`src/ppaf_regs.svh`:
```
// Constants for the port-pin alternate function block: widths, reset values, timing.
// Assumes a single 10 MHz reference clock; included by bare name.
`ifndef PPAF_REGS_SVH
`define PPAF_REGS_SVH
`define PPAF_PORT_W 8
`define PPAF_LATCH_RST 8'hff
`define PPAF_P7_RST 1'h1
`define PPAF_CLK_NS 100
`define PPAF_MC_NS 600
`define PPAF_RST_MC 2
`define PPAF_RST_CYC ((`PPAF_RST_MC * `PPAF_MC_NS + `PPAF_CLK_NS - 1) / `PPAF_CLK_NS)
`define PPAF_P3_RXD 0
`define PPAF_P3_TXD 1
`define PPAF_P3_IRQ0 2
`define PPAF_P3_IRQ1 3
`define PPAF_P3_T0 4
`define PPAF_P3_T1 5
`define PPAF_P3_WR 6
`define PPAF_P3_RD 7
`define PPAF_P1_IRQ2 4
`define PPAF_P1_TIMER_TWO_RELOAD_TRIGGER 5
`define PPAF_P1_CLK 6
`endif

```
`src/ppaf_pkg.sv`:
```
// Types shared by the port-pin alternate function block.
// Assumes the constants header is compiled alongside.
package ppaf_pkg;
	// Alternate outputs that peripherals offer to port 3 and port 1.
	typedef struct packed {
		logic rd_strobe;
		logic wr_strobe;
		logic txd_or_sclk;
		logic rxd_sync_out;
		logic [3:0] cmp_en;
		logic [3:0] cmp_val;
		logic sys_clk;
	} ppaf_alt_out_s;
	// Pin levels handed to peripherals as alternate inputs.
	typedef struct packed {
		logic ext_irq_zero;
		logic ext_irq_one;
		logic ext_irq_two;
		logic ext_irq_three;
		logic ext_irq_four;
		logic ext_irq_five;
		logic ext_irq_six;
		logic ext_irq_seven;
		logic timer_zero_count_in;
		logic timer_one_count_in;
		logic timer_two_reload_trigger;
		logic [3:0] capture_in;
		logic rxd_in;
	} ppaf_alt_in_s;
	// Reset qualifier states.
	typedef enum logic [1:0] {PPAF_RUN, PPAF_COUNT, PPAF_HELD} ppaf_rst_e;
endpackage

```
`src/ppaf_rst_qual.sv`:
```
// Reset pin qualifier: filters short low pulses on the external reset pin.
// Assumes the pin is synchronous to ref_clk.
`timescale 1ns/100ps
`include "ppaf_regs.svh"
module ppaf_rst_qual #(
	parameter int HOLD_CYC = `PPAF_RST_CYC
) (
	// Clock and power-on reset.
	input wire logic ref_clk,
	input wire logic rst_n,
	// External reset pin and qualified result.
	input wire logic reset_pin_n,
	output logic core_rst_q
);
	ppaf_pkg::ppaf_rst_e state_q;
	logic [7:0] cnt_q;

	// Count low cycles; a shorter low is ignored so glitches cannot reset the core.
	always_ff @(posedge ref_clk or negedge rst_n) begin
		if (!rst_n) begin
			state_q <= ppaf_pkg::PPAF_HELD;
			cnt_q <= 8'h00;
			core_rst_q <= 1'b1;
		end else begin
			case (state_q)
				ppaf_pkg::PPAF_RUN: begin
					cnt_q <= 8'h01;
					if (!reset_pin_n) begin
						state_q <= ppaf_pkg::PPAF_COUNT;
					end
				end
				ppaf_pkg::PPAF_COUNT: begin
					if (reset_pin_n) begin
						state_q <= ppaf_pkg::PPAF_RUN;
					end else if (cnt_q >= 8'(HOLD_CYC - 1)) begin
						state_q <= ppaf_pkg::PPAF_HELD;
						core_rst_q <= 1'b1;
					end else begin
						cnt_q <= cnt_q + 8'h01;
					end
				end
				ppaf_pkg::PPAF_HELD: begin
					if (reset_pin_n) begin
						state_q <= ppaf_pkg::PPAF_RUN;
						core_rst_q <= 1'b0;
					end
				end
				default: state_q <= ppaf_pkg::PPAF_HELD;
			endcase
		end
	end
endmodule

```
`src/ppaf_top.sv`:
```
// Port pins 1, 3, 6 and 7, alternate functions on ports 1, 3 and 7, and reset qualification.
// Assumes pins are open-drain style with weak pull-up outside; inputs synchronous to ref_clk.
`timescale 1ns/100ps
`include "ppaf_regs.svh"
module ppaf_top #(
	parameter int W = `PPAF_PORT_W,
	parameter int RST_HOLD = `PPAF_RST_CYC
) (
	// Clock and reset.
	input wire logic ref_clk,
	input wire logic rst_n,
	input wire logic reset_pin_n,
	// CPU latch writes.
	input wire logic p1_wr,
	input wire logic p3_wr,
	input wire logic p7_wr,
	input wire logic [W-1:0] wr_data,
	// Peripheral alternate outputs.
	input wire ppaf_pkg::ppaf_alt_out_s alt_out,
	input wire logic serial_sync_mode,
	// Pin inputs.
	input wire logic [W-1:0] p1_in,
	input wire logic [W-1:0] p3_in,
	input wire logic [W-1:0] p6_in,
	input wire logic p7_in,
	// Pin outputs, low enable pulls the pin low.
	output logic [W-1:0] p1_out,
	output logic [W-1:0] p1_oe_n,
	output logic [W-1:0] p3_out,
	output logic [W-1:0] p3_oe_n,
	output logic p7_out,
	output logic p7_oe_n,
	// Read-back and alternate inputs.
	output logic [W-1:0] p1_rd_q,
	output logic [W-1:0] p3_rd_q,
	output logic [W-1:0] p6_rd_q,
	output logic p7_rd_q,
	output ppaf_pkg::ppaf_alt_in_s alt_in_q,
	output logic core_rst_q
);
	logic [W-1:0] p1_lat_q;
	logic [W-1:0] p3_lat_q;
	logic p7_lat_q;
	logic [W-1:0] p1_alt;
	logic [W-1:0] p3_alt;
	logic [W-1:0] p1_drv_d;
	logic [W-1:0] p3_drv_d;

	ppaf_rst_qual #(.HOLD_CYC(RST_HOLD)) u_rst (
		.ref_clk(ref_clk),
		.rst_n(rst_n),
		.reset_pin_n(reset_pin_n),
		.core_rst_q(core_rst_q)
	);

	// Port latches start at one so every pin is a weak-high input.
	always_ff @(posedge ref_clk or negedge rst_n) begin
		if (!rst_n) begin
			p1_lat_q <= `PPAF_LATCH_RST;
			p3_lat_q <= `PPAF_LATCH_RST;
			p7_lat_q <= `PPAF_P7_RST;
		end else if (core_rst_q) begin
			p1_lat_q <= `PPAF_LATCH_RST;
			p3_lat_q <= `PPAF_LATCH_RST;
			p7_lat_q <= `PPAF_P7_RST;
		end else begin
			if (p1_wr) begin
				p1_lat_q <= wr_data;
			end
			if (p3_wr) begin
				p3_lat_q <= wr_data;
			end
			if (p7_wr) begin
				p7_lat_q <= wr_data[0];
			end
		end
	end

	// Alternate outputs; unused positions idle high so they never override the latch.
	always_comb begin
		p3_alt = {W{1'b1}};
		p3_alt[`PPAF_P3_WR] = alt_out.wr_strobe;
		p3_alt[`PPAF_P3_RD] = alt_out.rd_strobe;
		p3_alt[`PPAF_P3_TXD] = alt_out.txd_or_sclk;
		p3_alt[`PPAF_P3_RXD] = serial_sync_mode ? alt_out.rxd_sync_out : 1'b1;
		p1_alt = {W{1'b1}};
		p1_alt[`PPAF_P1_CLK] = alt_out.sys_clk;
	end

	// Pin drive: latch AND alternate, except enabled compare channels bypass the latch.
	always_comb begin
		p3_drv_d = p3_lat_q & p3_alt;
		p1_drv_d = p1_lat_q & p1_alt;
		for (int i = 0; i < 4; i++) begin
			if (alt_out.cmp_en[i]) begin
				p1_drv_d[i] = alt_out.cmp_val[i];
			end
		end
	end

	// Registered pin drivers; a one releases the pin to the weak pull-up.
	always_ff @(posedge ref_clk or negedge rst_n) begin
		if (!rst_n) begin
			p1_out <= '0;
			p3_out <= '0;
			p7_out <= 1'b0;
			p1_oe_n <= '1;
			p3_oe_n <= '1;
			p7_oe_n <= 1'b1;
		end else begin
			p1_out <= '0;
			p3_out <= '0;
			p7_out <= 1'b0;
			p1_oe_n <= p1_drv_d;
			p3_oe_n <= p3_drv_d;
			p7_oe_n <= p7_lat_q;
		end
	end

	// Read-back samples the pin level, not the latch.
	always_ff @(posedge ref_clk or negedge rst_n) begin
		if (!rst_n) begin
			p1_rd_q <= '1;
			p3_rd_q <= '1;
			p6_rd_q <= '0;
			p7_rd_q <= 1'b1;
		end else begin
			p1_rd_q <= p1_in;
			p3_rd_q <= p3_in;
			p6_rd_q <= p6_in;
			p7_rd_q <= p7_in;
		end
	end

	// Alternate inputs reach peripherals as the pin level; a zero latch forces them low.
	always_ff @(posedge ref_clk or negedge rst_n) begin
		if (!rst_n) begin
			alt_in_q <= '1;
		end else begin
			alt_in_q.ext_irq_seven <= p7_in & p7_lat_q;
			alt_in_q.ext_irq_zero <= p3_in[`PPAF_P3_IRQ0] & p3_lat_q[`PPAF_P3_IRQ0];
			alt_in_q.ext_irq_one <= p3_in[`PPAF_P3_IRQ1] & p3_lat_q[`PPAF_P3_IRQ1];
			alt_in_q.timer_zero_count_in <= p3_in[`PPAF_P3_T0] & p3_lat_q[`PPAF_P3_T0];
			alt_in_q.timer_one_count_in <= p3_in[`PPAF_P3_T1] & p3_lat_q[`PPAF_P3_T1];
			alt_in_q.rxd_in <= p3_in[`PPAF_P3_RXD] & p3_lat_q[`PPAF_P3_RXD];
			alt_in_q.ext_irq_three <= p1_in[0] & p1_lat_q[0];
			alt_in_q.ext_irq_four <= p1_in[1] & p1_lat_q[1];
			alt_in_q.ext_irq_five <= p1_in[2] & p1_lat_q[2];
			alt_in_q.ext_irq_six <= p1_in[3] & p1_lat_q[3];
			alt_in_q.capture_in <= p1_in[3:0] & p1_lat_q[3:0];
			alt_in_q.ext_irq_two <= p1_in[`PPAF_P1_IRQ2] & p1_lat_q[`PPAF_P1_IRQ2];
			alt_in_q.timer_two_reload_trigger <=
				p1_in[`PPAF_P1_TIMER_TWO_RELOAD_TRIGGER] & p1_lat_q[`PPAF_P1_TIMER_TWO_RELOAD_TRIGGER];
		end
	end
endmodule

```
`config.mk`:
```
export PLATFORM = sky130hd
export DESIGN_NAME = ppaf_top
export DESIGN_NICKNAME = d
export VERILOG_FILES = /design/src/ppaf_pkg.sv /design/src/ppaf_rst_qual.sv /design/src/ppaf_top.sv
export VERILOG_INCLUDE_DIRS = /design/src /design/src/src
export SDC_FILE = /design/constraint.sdc
export NUM_CORES = 1
export LEC_CHECK = 0
export BUFFER_PORTS_ARGS = -buffer_cell sky130_fd_sc_hd__buf_2
export CAP_MARGIN = 20
export CORE_MARGIN = 2
export CORE_UTILIZATION = 30
export DETAILED_ROUTE_END_ITERATION = 8
export GPL_ROUTABILITY_DRIVEN = 0
export PLACE_DENSITY = 0.67
export SYNTH_ARGS = -nofsm -noshare
export SYNTH_HDL_FRONTEND = slang
export SYNTH_HIERARCHICAL = 1
export SYNTH_SLANG_ARGS = --single-unit
export TNS_END_PERCENT = 5
```
`constraint.sdc`:
```
create_clock -name ref_clk -period 5.1 [get_ports ref_clk]
set_input_delay 0.51 -clock ref_clk [delete_from_list [all_inputs] [get_ports ref_clk]]
set_output_delay 0.51 -clock ref_clk [all_outputs]
set_load 0.02 [all_outputs]
```
==> impl_metrics.toml, run 1 <==
[final_layout]
synthToLayoutAreaGrowth_pct = 27.1
final_cell_area_um2 = 3830
drive_gt1_share_pct = 66.3
antennaDiodeCount = 0
final_util_pct = 39.2
layoutNonFillerInstCount = 453
final_nets = 369

[route]
wl_per_cell_um = 12.6
first_pass_iters = 4
ant_nets = 0
num_vias = 1878
drt-vias-per-instance = 4.15
postRouteWirelength_mm = 5.69
detail_route.drc_violations = 0
drtIter0Drc = 75

[setup_path]
path_max_fanout = 19
critPathBufInv = 1
cpMaxStageDelayCell = "dfstp_2"
r2r-start = "u_rst/cnt_q[4]$_DFFE_PN0P_"
reg2reg_depth = 3
cpLargestDelayFamily = "flip-flops"
cp_cell_sequence = "buf_2"
path_class = "reg2out"
cp.required_ps = 4590
worst-r2r-setup-slack_ps = 3340
crit_path_max_incr_delay_ps = 800
arrival_ps = 1400
critPathLaunchType = "flip-flop"
rr_endpoint = "u_rst/cnt_q[0]$_DFFE_PN0P_"
setup.worst_path.end_class = "primary output"

[logic_synthesis]
netlist.area_leader.share_pct = 56.6
synth_area_per_cell_um2 = 14.8
synthesis.instances = 204
synth_area_um2 = 3020
synth_area_leaders = "dfstp_2 57%, dfrtp_1 14%, buf_4 5.2%, nor2b_1 4.6%, a211o_2 4.0%"
ys_types = 31
ys_seq_area_share_pct = 70.7
yosysTopAreaCell = "dfstp_2"
ys_ff_latch = 82
ys_warn_count = 6

[global_routing]
grt.total_usage_pct = 10.9
grt_first_pass_wirelength_mm = 9.05
antenna_found_initial = 1
grt_max_degree = 83
grt-ovfl-total = 0
grt_pass1_vias = 1792

[placement]
dp.cells = 436
placed_area_um2 = 3590
pre_cts_ws_ps = 3340
dp_hpwl_mm = 3.90
portBuffers = 111

[clock_network]
clk_latency_ps = 350
cts_resized = 0
cts_setup_buffers = 0
cts_sinks = 82
holdBufCountCts = 0
numCtsBuffers = 9
cts_buffer_depth = 2
htree_levels = 3
cts_root_buf = "clkbuf_8"
cts_tree = "built"
clk_pin_slew_ps = 80

[timing]
drv_slew = 0
fin_crit_sh_pct = 37.4
fmax_mhz = 524
whs_ps = 159
rsz0062_at_grt = "no"
setup_viol = 0
timing.final.ws_setup_ps = 3190
hold_viol_final = 0
clock_skew_ps = 7.55
setup_tns_ps = 0
post-route-min-period_ps = 1910

[floorplan]
num_rows = 36
start_util_pct = 30.8
die_h_um = 104
die_area_um2 = 10900
core-area_um2 = 9770
io_pins = 129
die_width_um = 104

[power_and_ir_drop]
irDropWorstVdd_uv = 106
p_total_mw = 1.39
power_density_nw_per_um2 = 363
p_leak_nw = 1.85

[job]
cap_violations = 0

[outcome]
status = "complete, no violations"

[hold_path]
hp-class = "in2async"
## cells in the final DEF, fill, tap and decap left out, types with 2 or more instances in the layout
master / instances
a211o_1: 5
a211o_2: 12
and2_1: 18
buf_2: 110
clkbuf_8: 10
clkinv_2: 2
conb_1: 17
dfrtp_1: 17
dfstp_2: 65
inv_1: 3
mux2_2: 4
nand2_1: 4
nand3b_1: 2
nor2_1: 2
nor2b_1: 22
nor4_1: 3
o211ai_1: 3
o21ai_0: 2
or3b_2: 2
## kinds of logic (layout without fill, tap and decap cells)
group,count (synthesis),count (layout),synth area share [%]
AOI/OAI and AO/OA,29,29,8.42
other,1,17,0.124
and+or+nand+nor,56,56,11.5
muxes,4,4,1.49
DFF,82,82,70.7
adders and majority gates,1,1,0.415
buffers and inverters,31,131,7.30
## synthesized netlist by cell type, drive strengths merged
library cell / instances
dfstp: 65
buf: 26
nor2b: 22
and2: 18
a211o: 17
dfrtp: 17
mux2: 4
nand2: 4
inv: 3
nor4: 3
o211ai: 3
o21ai: 3
clkbuf: 2
nand3b: 2
nor2: 2
or3b: 2
a21boi: 1
a221o: 1
a311oi: 1
conb: 1
ha: 1
nand3: 1
o21a: 1
o22a: 1
o311ai: 1
or3: 1
or4: 1
## worst max-delay path by stage
stage | from | end | depth (start not counted)
after floorplan | u_rst/cnt_q[4]$_DFFE_PN0P_ | u_rst/cnt_q[1]$_DFFE_PN0P_ | 4
after detailed placement | u_rst/cnt_q[4]$_DFFE_PN0P_ | u_rst/cnt_q[0]$_DFFE_PN0P_ | 3
after CTS | u_rst/core_rst_q$_DFFE_PN1P_ | core_rst_q | 1
after global routing | u_rst/core_rst_q$_DFFE_PN1P_ | core_rst_q | 1
final | u_rst/core_rst_q$_DFFE_PN1P_ | core_rst_q | 1
after global placement | u_rst/cnt_q[4]$_DFFE_PN0P_ | u_rst/cnt_q[1]$_DFFE_PN0P_ | 3
## metal layers
metal	vias to the layer above	track usage (%)	wire [µm]
met1	898	12.7	2360
met4	2	6.08	133
met3	14	5.08	548
li1	870	-	-
met2	94	16.6	2640
met5	-	0	13
## layout make-up
class / count / area, µm²
clock inverters: 4 / 47.5
flip-flops and latches: 82 / 2130
repair buffers: 112 / 586
fillers: 946 / 5940
clock buffers: 12 / 166
multi-input cells: 107 / 722
inverters: 3 / 11.3
well taps: 133 / 166
## sequential cells by signal (all words and copies together) (netlist names), 8 cells and up
register     cells
p6_rd_q          8
p3_oe_n          8
p3_rd_q          8
alt_in_q        12
p1_oe_n          8
p3_lat_q         8
u_rst/cnt_q      8
p1_rd_q          8
p1_lat_q         8
## power breakdown
part	total, mW	switching (mW)	internal, mW	leakage (nW)
sequential	0.738	0.0187	0.720	0.892
combinational	0.165	0.0997	0.0656	0.850
clock	0.488	0.220	0.268	0.108
## worst reg2reg max path, delay by kind of cell, from the launching register on
kind            cells  cell delay [ps]
simple gates        2              990
flops               1              370
compound gates      1              310
Note: power is estimated with default switching activity, not from simulation.
==> inputs of run 2 (changes only) <==
--- a/config.mk
+++ b/config.mk
@@ -12,7 +12,7 @@
 export CORE_UTILIZATION = 30
 export DETAILED_ROUTE_END_ITERATION = 8
 export GPL_ROUTABILITY_DRIVEN = 0
-export PLACE_DENSITY = 0.67
+export PLACE_DENSITY = 0.69
 export SYNTH_ARGS = -nofsm -noshare
 export SYNTH_HDL_FRONTEND = slang
 export SYNTH_HIERARCHICAL = 1
==> constraint.sdc (replaced) <==
create_clock -name ref_clk -period 1.73 [get_ports ref_clk]
set_input_delay 0.173 -clock ref_clk [delete_from_list [all_inputs] [get_ports ref_clk]]
set_output_delay 0.173 -clock ref_clk [all_outputs]
set_load 0.02 [all_outputs]
==> run 2 against run 1 <==
Net effect: via count up 6.0%; sequential cell count unchanged; wire length up 8.9%; count of clock-buffer cells in the layout unchanged; worst hold slack worse by 120 ps; global-route usage up 0.93 points; utilization up 2.6 points; first-iteration DRC count up 65%; clock skew down 1.3 ps; register-to-register slack worse by 3300 ps; critical path type is now reg2reg; critical endpoint is now u_rst/cnt_q[1]$_DFFE_PN0P_.
==> impl_metrics.toml, run 2 (same netlist as run 1, synthesis figures left out) <==
[clock_network]
cts_tree = "built"
clk_pin_slew_ps = 80
numCtsBuffers = 9
htree_levels = 3
cts_root_buf = "clkbuf_8"
clk_latency_ps = 340
cts_buffer_depth = 2
cts_sinks = 82

[setup_path]
critPathLaunch = "u_rst/cnt_q[4]$_DFFE_PN0P_"
cp.required_ps = 1950
arrival_ps = 1900
cp-endpoint = "u_rst/cnt_q[1]$_DFFE_PN0P_"
reg2reg_depth = 3
cpMaxStageDelayCell = "or4_4"
crit_cells = 3
path_class = "reg2reg"
r2r-start = "u_rst/cnt_q[4]$_DFFE_PN0P_"
cpLargestDelayFamily = "simple AND/OR/NAND/NOR gates"
path_max_fanout = 2
cp_cell_sequence = "or4_4 -> or3_4 -> a221o_1"
setup.worst_path.end_class = "flip-flop"
critPathBufInv = 0
worst-r2r-setup-slack_ps = 50
rr_endpoint = "u_rst/cnt_q[1]$_DFFE_PN0P_"
critPathLaunchType = "flip-flop"
crit_path_max_incr_delay_ps = 540

[route]
num_vias = 1990
wl_met3_um = 438
wl_met2_mm = 3.04
first_pass_iters = 4
drtIter0Drc = 124
wl_met1_mm = 2.63
drt-vias-per-instance = 4.11
postRouteWirelength_mm = 6.20
routed.top_layer = "met4"
detail_route.drc_violations = 0
ant_nets = 0
wl_per_cell_um = 12.8

[power_and_ir_drop]
clockPowerShare_pct = 30.8
p_int_mw = 2.92
netSwitchingFraction_pct = 25.8
p_comb_share_pct = 13.8
p_seq_share_pct = 55.4
switchingPower_mw = 1.01
irDropWorstVdd_uv = 315
power_density_nw_per_um2 = 962
p_total_mw = 3.93
p_leak_nw = 1.96

[timing]
hold_viol_final = 0
drv_slew = 0
setup_viol = 0
rsz0062_at_grt = "no"
setup_tns_ps = 0
clock_skew_ps = 6.20
fmax_mhz = 596
whs_ps = 37.1
fin_crit_sh_pct = 97.0
post-route-min-period_ps = 1680

[floorplan]
die_area_um2 = 10900
start_util_pct = 30.8
die_width_um = 104
core-area_um2 = 9770
io_pins = 129
die_h_um = 104
num_rows = 36

[final_layout]
final_cell_area_um2 = 4090
layoutNonFillerInstCount = 484
fillers = 937
drive_gt1_share_pct = 61.7
largest_reg_flops = 12
synthToLayoutAreaGrowth_pct = 35.6
top_register = "alt_in_q"
layout_commonest_cell = "buf_2"
final_nets = 399
final_cell_mix = "110 x buf_2, 65 x dfstp_2, 27 x dlygate4sd3_1"

[global_routing]
antenna_found_initial = 1
grt_first_pass_wirelength_mm = 9.95
grt_max_degree = 41
grt.total_usage_pct = 11.9
grt_pass1_vias = 2036
grt-ovfl-total = 0

[placement]
portBuffers = 111
placed_area_um2 = 3630
dp_hpwl_mm = 4.19
dp.cells = 439

[job]
cap_violations = 0

[outcome]
status = "complete, no violations"

[hold_path]
hp-class = "in2reg"
[run 2: cell types whose count changed in the layout (fill, tap and decap cells not counted), sizes merged]
cell         delta
clkinv          +2
diode           +1
dlygate4sd3    +27
clkinvlp        -1
buf             +3
bufinv          -1
[run 2: power groups by stage]
stage | sequential, mW | combinational [mW] | clock [mW]
after CTS | 2.18 | 0.541 | 1.28
after floorplan | 2.31 | 0.208 | 0
final | 2.18 | 0.541 | 1.21
after global routing | 2.20 | 0.589 | 1.36
after detailed placement | 2.21 | 0.493 | 0
after global placement | 2.21 | 0.484 | 0
[run 2: how the worst min path moves through the flow]
| stage | start | end | slack, ps | depth (start not counted) |
|---|---|---|---|---|
| finish | alt_out[11] | p3_oe_n[6]$_DFF_PN1_ | 40 | 2 |
| floorplan | rst_n | p6_rd_q[0]$_DFF_PN0_ | -120 | 0 |
| detailed placement | rst_n | p6_rd_q[5]$_DFF_PN0_ | 170 | 1 |
| CTS | alt_out[11] | p3_oe_n[6]$_DFF_PN1_ | 8 | 2 |
| global route | alt_out[11] | p3_oe_n[6]$_DFF_PN1_ | 20 | 2 |
| global placement | rst_n | p6_rd_q[5]$_DFF_PN0_ | 170 | 1 |
[run 2: cell type report]
type	instances	area (µm²)	area share, %
Antenna cell	1	2.50	0.0612
Clock buffer	12	145	3.55
Clock inverter	4	27.5	0.673
Inverter	3	11.3	0.275
Multi-Input combinational cell	107	733	17.9
Sequential cell	82	2130	52.2
Tap cell	133	166	4.07
Timing Repair Buffer	142	871	21.3
[run 2: stage by stage]
| step | worst slack, ps | util (%) |
|---|---|---|
| floorplan | -44.0 | - |
| global placement | 64.9 | 37.1 |
| detailed placement | 11.5 | 37.1 |
| CTS | -6.54 | 41.6 |
| global route | 10.2 | 41.8 |
| finish | 52.5 | 41.8 |
[run 2: timing repair]
item | CTS | global route
buffers inserted | 0 | 1
hold endpoints to repair | 34 | 0
endpoints found under the setup margin | 1 | 2
resized for setup | 0 | 2
pin swaps | 0 | 1
hold buffers | 27 | 0
[run 2: routing by layer]
metal | up-vias | global-route usage [%]
li1 | 928 | -
met1 | 968 | 13.7
met2 | 86 | 19.7
met3 | 8 | 4.32
met4 | 0 | 5.21
met5 | - | 0
==> inputs of run 3 (changes only) <==
--- a/config.mk
+++ b/config.mk
@@ -6,13 +6,14 @@
 export SDC_FILE = /design/constraint.sdc
 export NUM_CORES = 1
 export LEC_CHECK = 0
+export ABC_AREA = 1
 export BUFFER_PORTS_ARGS = -buffer_cell sky130_fd_sc_hd__buf_2
 export CAP_MARGIN = 20
 export CORE_MARGIN = 2
 export CORE_UTILIZATION = 30
 export DETAILED_ROUTE_END_ITERATION = 8
 export GPL_ROUTABILITY_DRIVEN = 0
-export PLACE_DENSITY = 0.69
+export PLACE_DENSITY = 0.68
 export SYNTH_ARGS = -nofsm -noshare
 export SYNTH_HDL_FRONTEND = slang
 export SYNTH_HIERARCHICAL = 1
==> run 3 against run 2 <==
Net effect: design area grew 5.0%; worst setup slack gained 91 ps; count of clock-buffer cells in the layout shrank 2; critical endpoint is now core_rst_q.
==> impl_metrics.toml, run 3 <==
[clock_network]
cts_sinks = 82
cts_buffer_depth = 2
cts_root_buf = "clkbuf_8"
cts_tree = "built"
htree_levels = 3
clk_pin_slew_ps = 90
cts_setup_buffers = 0
clk_latency_ps = 360
numCtsBuffers = 9

[power_and_ir_drop]
irDropWorstVdd_uv = 431
p_seq_share_pct = 48.4
p_int_mw = 4.26
clockPowerShare_pct = 30.5
switchingPower_mw = 1.78
p_total_mw = 6.04
p_comb_share_pct = 21.1
netSwitchingFraction_pct = 29.5
p_leak_nw = 2.21
power_density_nw_per_um2 = 1410

[placement]
dp.cells = 504
portBuffers = 111
dp_hpwl_mm = 4.44

[floorplan]
core-area_um2 = 9820
num_rows = 36
start_util_pct = 31.0
io_pins = 129
die_h_um = 105
die_area_um2 = 11000
die_width_um = 105

[logic_synthesis]
ys_seq_area_share_pct = 70.0
synth_area_leaders = "dfstp_2 56%, dfrtp_1 14%, nand2_1 8.6%, buf_4 5.2%, inv_1 3.4%"
netlist.area_leader.share_pct = 56.0
yosysMostFrequentCell = "nand2_1"
synthesis.instances = 265
synth_area_per_cell_um2 = 11.5
ys_warn_count = 6
ys_types = 26
synth-edff-count = 0
synth_area_um2 = 3050
ys_ff_latch = 82
yosysTopAreaCell = "dfstp_2"
synth_common_cells = "70 x nand2_1, 65 x dfstp_2, 28 x inv_1"
async_flop_share_pct = 100
synthFlopType = "dfstp_2"

[setup_path]
setup.worst_path.end_class = "primary output"
critPathLaunchType = "flip-flop"
cp_cell_sequence = "buf_2"
path_max_fanout = 14
cpMaxStageDelayCell = "dfstp_2"
cp.required_ps = 1560
path_class = "reg2out"
crit_path_max_incr_delay_ps = 810
critPathBufInv = 1
arrival_ps = 1410
cpLargestDelayFamily = "flip-flops"

[global_routing]
grt_first_pass_wirelength_mm = 10.3
grt-busiest-layer = "met2"
met3_usage_pct = 3.87
grt.total_usage_pct = 12.2
antenna_found_initial = 0
grt_pass1_vias = 2225
grt-ovfl-total = 0
use_met1_pct = 13.4
grt_max_degree = 48
use_met2_pct = 21.3

[route]
num_vias = 2215
wl_per_cell_um = 11.5
drtIter0Drc = 54
first_pass_iters = 4
drt-vias-per-instance = 4.00
detail_route.drc_violations = 0
ant_nets = 0
postRouteWirelength_mm = 6.36

[final_layout]
synthToLayoutAreaGrowth_pct = 40.9
final_cell_mix = "110 x buf_2, 70 x nand2_1, 65 x dfstp_2"
antennaDiodeCount = 0
final_nets = 470
layoutNonFillerInstCount = 554
drive_gt1_share_pct = 49.4
layout_commonest_cell = "buf_2"
top_register = "alt_in_q"
fillers = 976
largest_reg_flops = 12

[timing]
hold_viol_final = 0
fmax_mhz = 630
rsz0062_at_grt = "no"
worstMarginPinSlew_ps = 566
setup_viol = 0
slew_headroom_pct = 62.2
post-route-min-period_ps = 1590
clock_skew_ps = 10.3
drv_slew = 0
fin_crit_sh_pct = 91.7
setup_tns_ps = 0

[outcome]
status = "complete, no violations"

[hold_path]
hp-class = "in2reg"

[job]
cap_violations = 0
[run 3: changes by cell type after synthesis, moves of 5 or more]
cell and change:
a211o_2 -12, nor2b_1 -22, inv_1 +25, nand2_1 +66
nor2_1 +8, a21oi_1 +17, a211o_1 -5, and2_1 -18
[run 3: worst paths after layout]
check,start,end,slack (ps),depth (start not counted)
max,u_rst/core_rst_q$_DFFE_PN1P_,core_rst_q,140,1
min,alt_out[4],p1_oe_n[3]$_DFF_PN1_,20,3
max reg2reg,u_rst/cnt_q[0]$_DFFE_PN0P_,u_rst/cnt_q[2]$_DFFE_PN0P_,460,6
min reg2reg,p1_lat_q[7]$_DFFE_PN1P_,p1_oe_n[7]$_DFF_PN1_,370,0
max in group asynchronous,rst_n,p7_rd_q$_DFF_PN1_,1280,2
min in group asynchronous,rst_n,p1_oe_n[3]$_DFF_PN1_,150,1
[run 3: logic make-up (layout without fill, tap and decap cells)]
family | Yosys count | in the layout | share of synthesized area, %
other | 1 | 17 | 0.123
buffers and inverters | 56 | 196 | 10.2
xor gates and xnor gates | 1 | 1 | 0.287
adders and majority gates | 1 | 1 | 0.410
AOI/OAI and AO/OA | 28 | 28 | 4.88
and+or+nand+nor | 96 | 96 | 14.1
DFF | 82 | 82 | 70.0
[run 3: per-stage QoR]
step / hold WS, ps / utilization [%] / worst slack (ps) / cell area [µm²]
floorplan: -123 / - / 577 / 3110
global placement: 278 / 37.5 / 530 / 3680
detailed placement: 279 / 37.5 / 461 / 3680
CTS: 0.517 / 43.7 / 111 / 4290
global route: 15.3 / 43.7 / 59.7 / 4290
finish: 22.1 / 43.7 / 144 / 4290
[run 3: cell type report]
| class | instances | area [µm²] | area share, % |
|---|---|---|---|
| clock buffer | 10 | 138 | 3.21 |
| clock inverter | 6 | 135 | 3.15 |
| inverter | 31 | 116 | 2.71 |
| multi-input combinational | 143 | 664 | 15.5 |
| sequential | 82 | 2130 | 49.7 |
| tap | 133 | 166 | 3.88 |
| timing repair buffer | 149 | 941 | 21.9 |
[run 3: worst register-to-register path, delay by kind of cell (launching register included)]
family                     cells  cell delay, ps
and+or+nand+nor                5             540
DFF                            1             430
adders and majority gates      1             250
[run 3: power groups by stage]
stage / combinational [mW] / sequential (mW) / clock, mW
6_report: 1.27 / 2.93 / 1.84
5_1_grt: 1.40 / 2.99 / 1.99
4_1_cts: 1.29 / 2.94 / 1.90
3_5_place_dp: 1.22 / 2.97 / 0
3_3_place_gp: 1.21 / 2.95 / 0
2_1_floorplan: 0.596 / 3.18 / 0
[run 3: per-layer routing]
layer,share of wire (%),routed length [µm],vias up
li1,-,-,1076
met1,39,2470,1039
met2,53,3350,89
met3,6.8,430,11
met4,1.7,107,0
met5,0,0,-
[run 3: repair_timing]
item	in CTS	in global routing
gates resized for setup	0	0
hold endpoints to repair	46	0
hold buffers	34	0
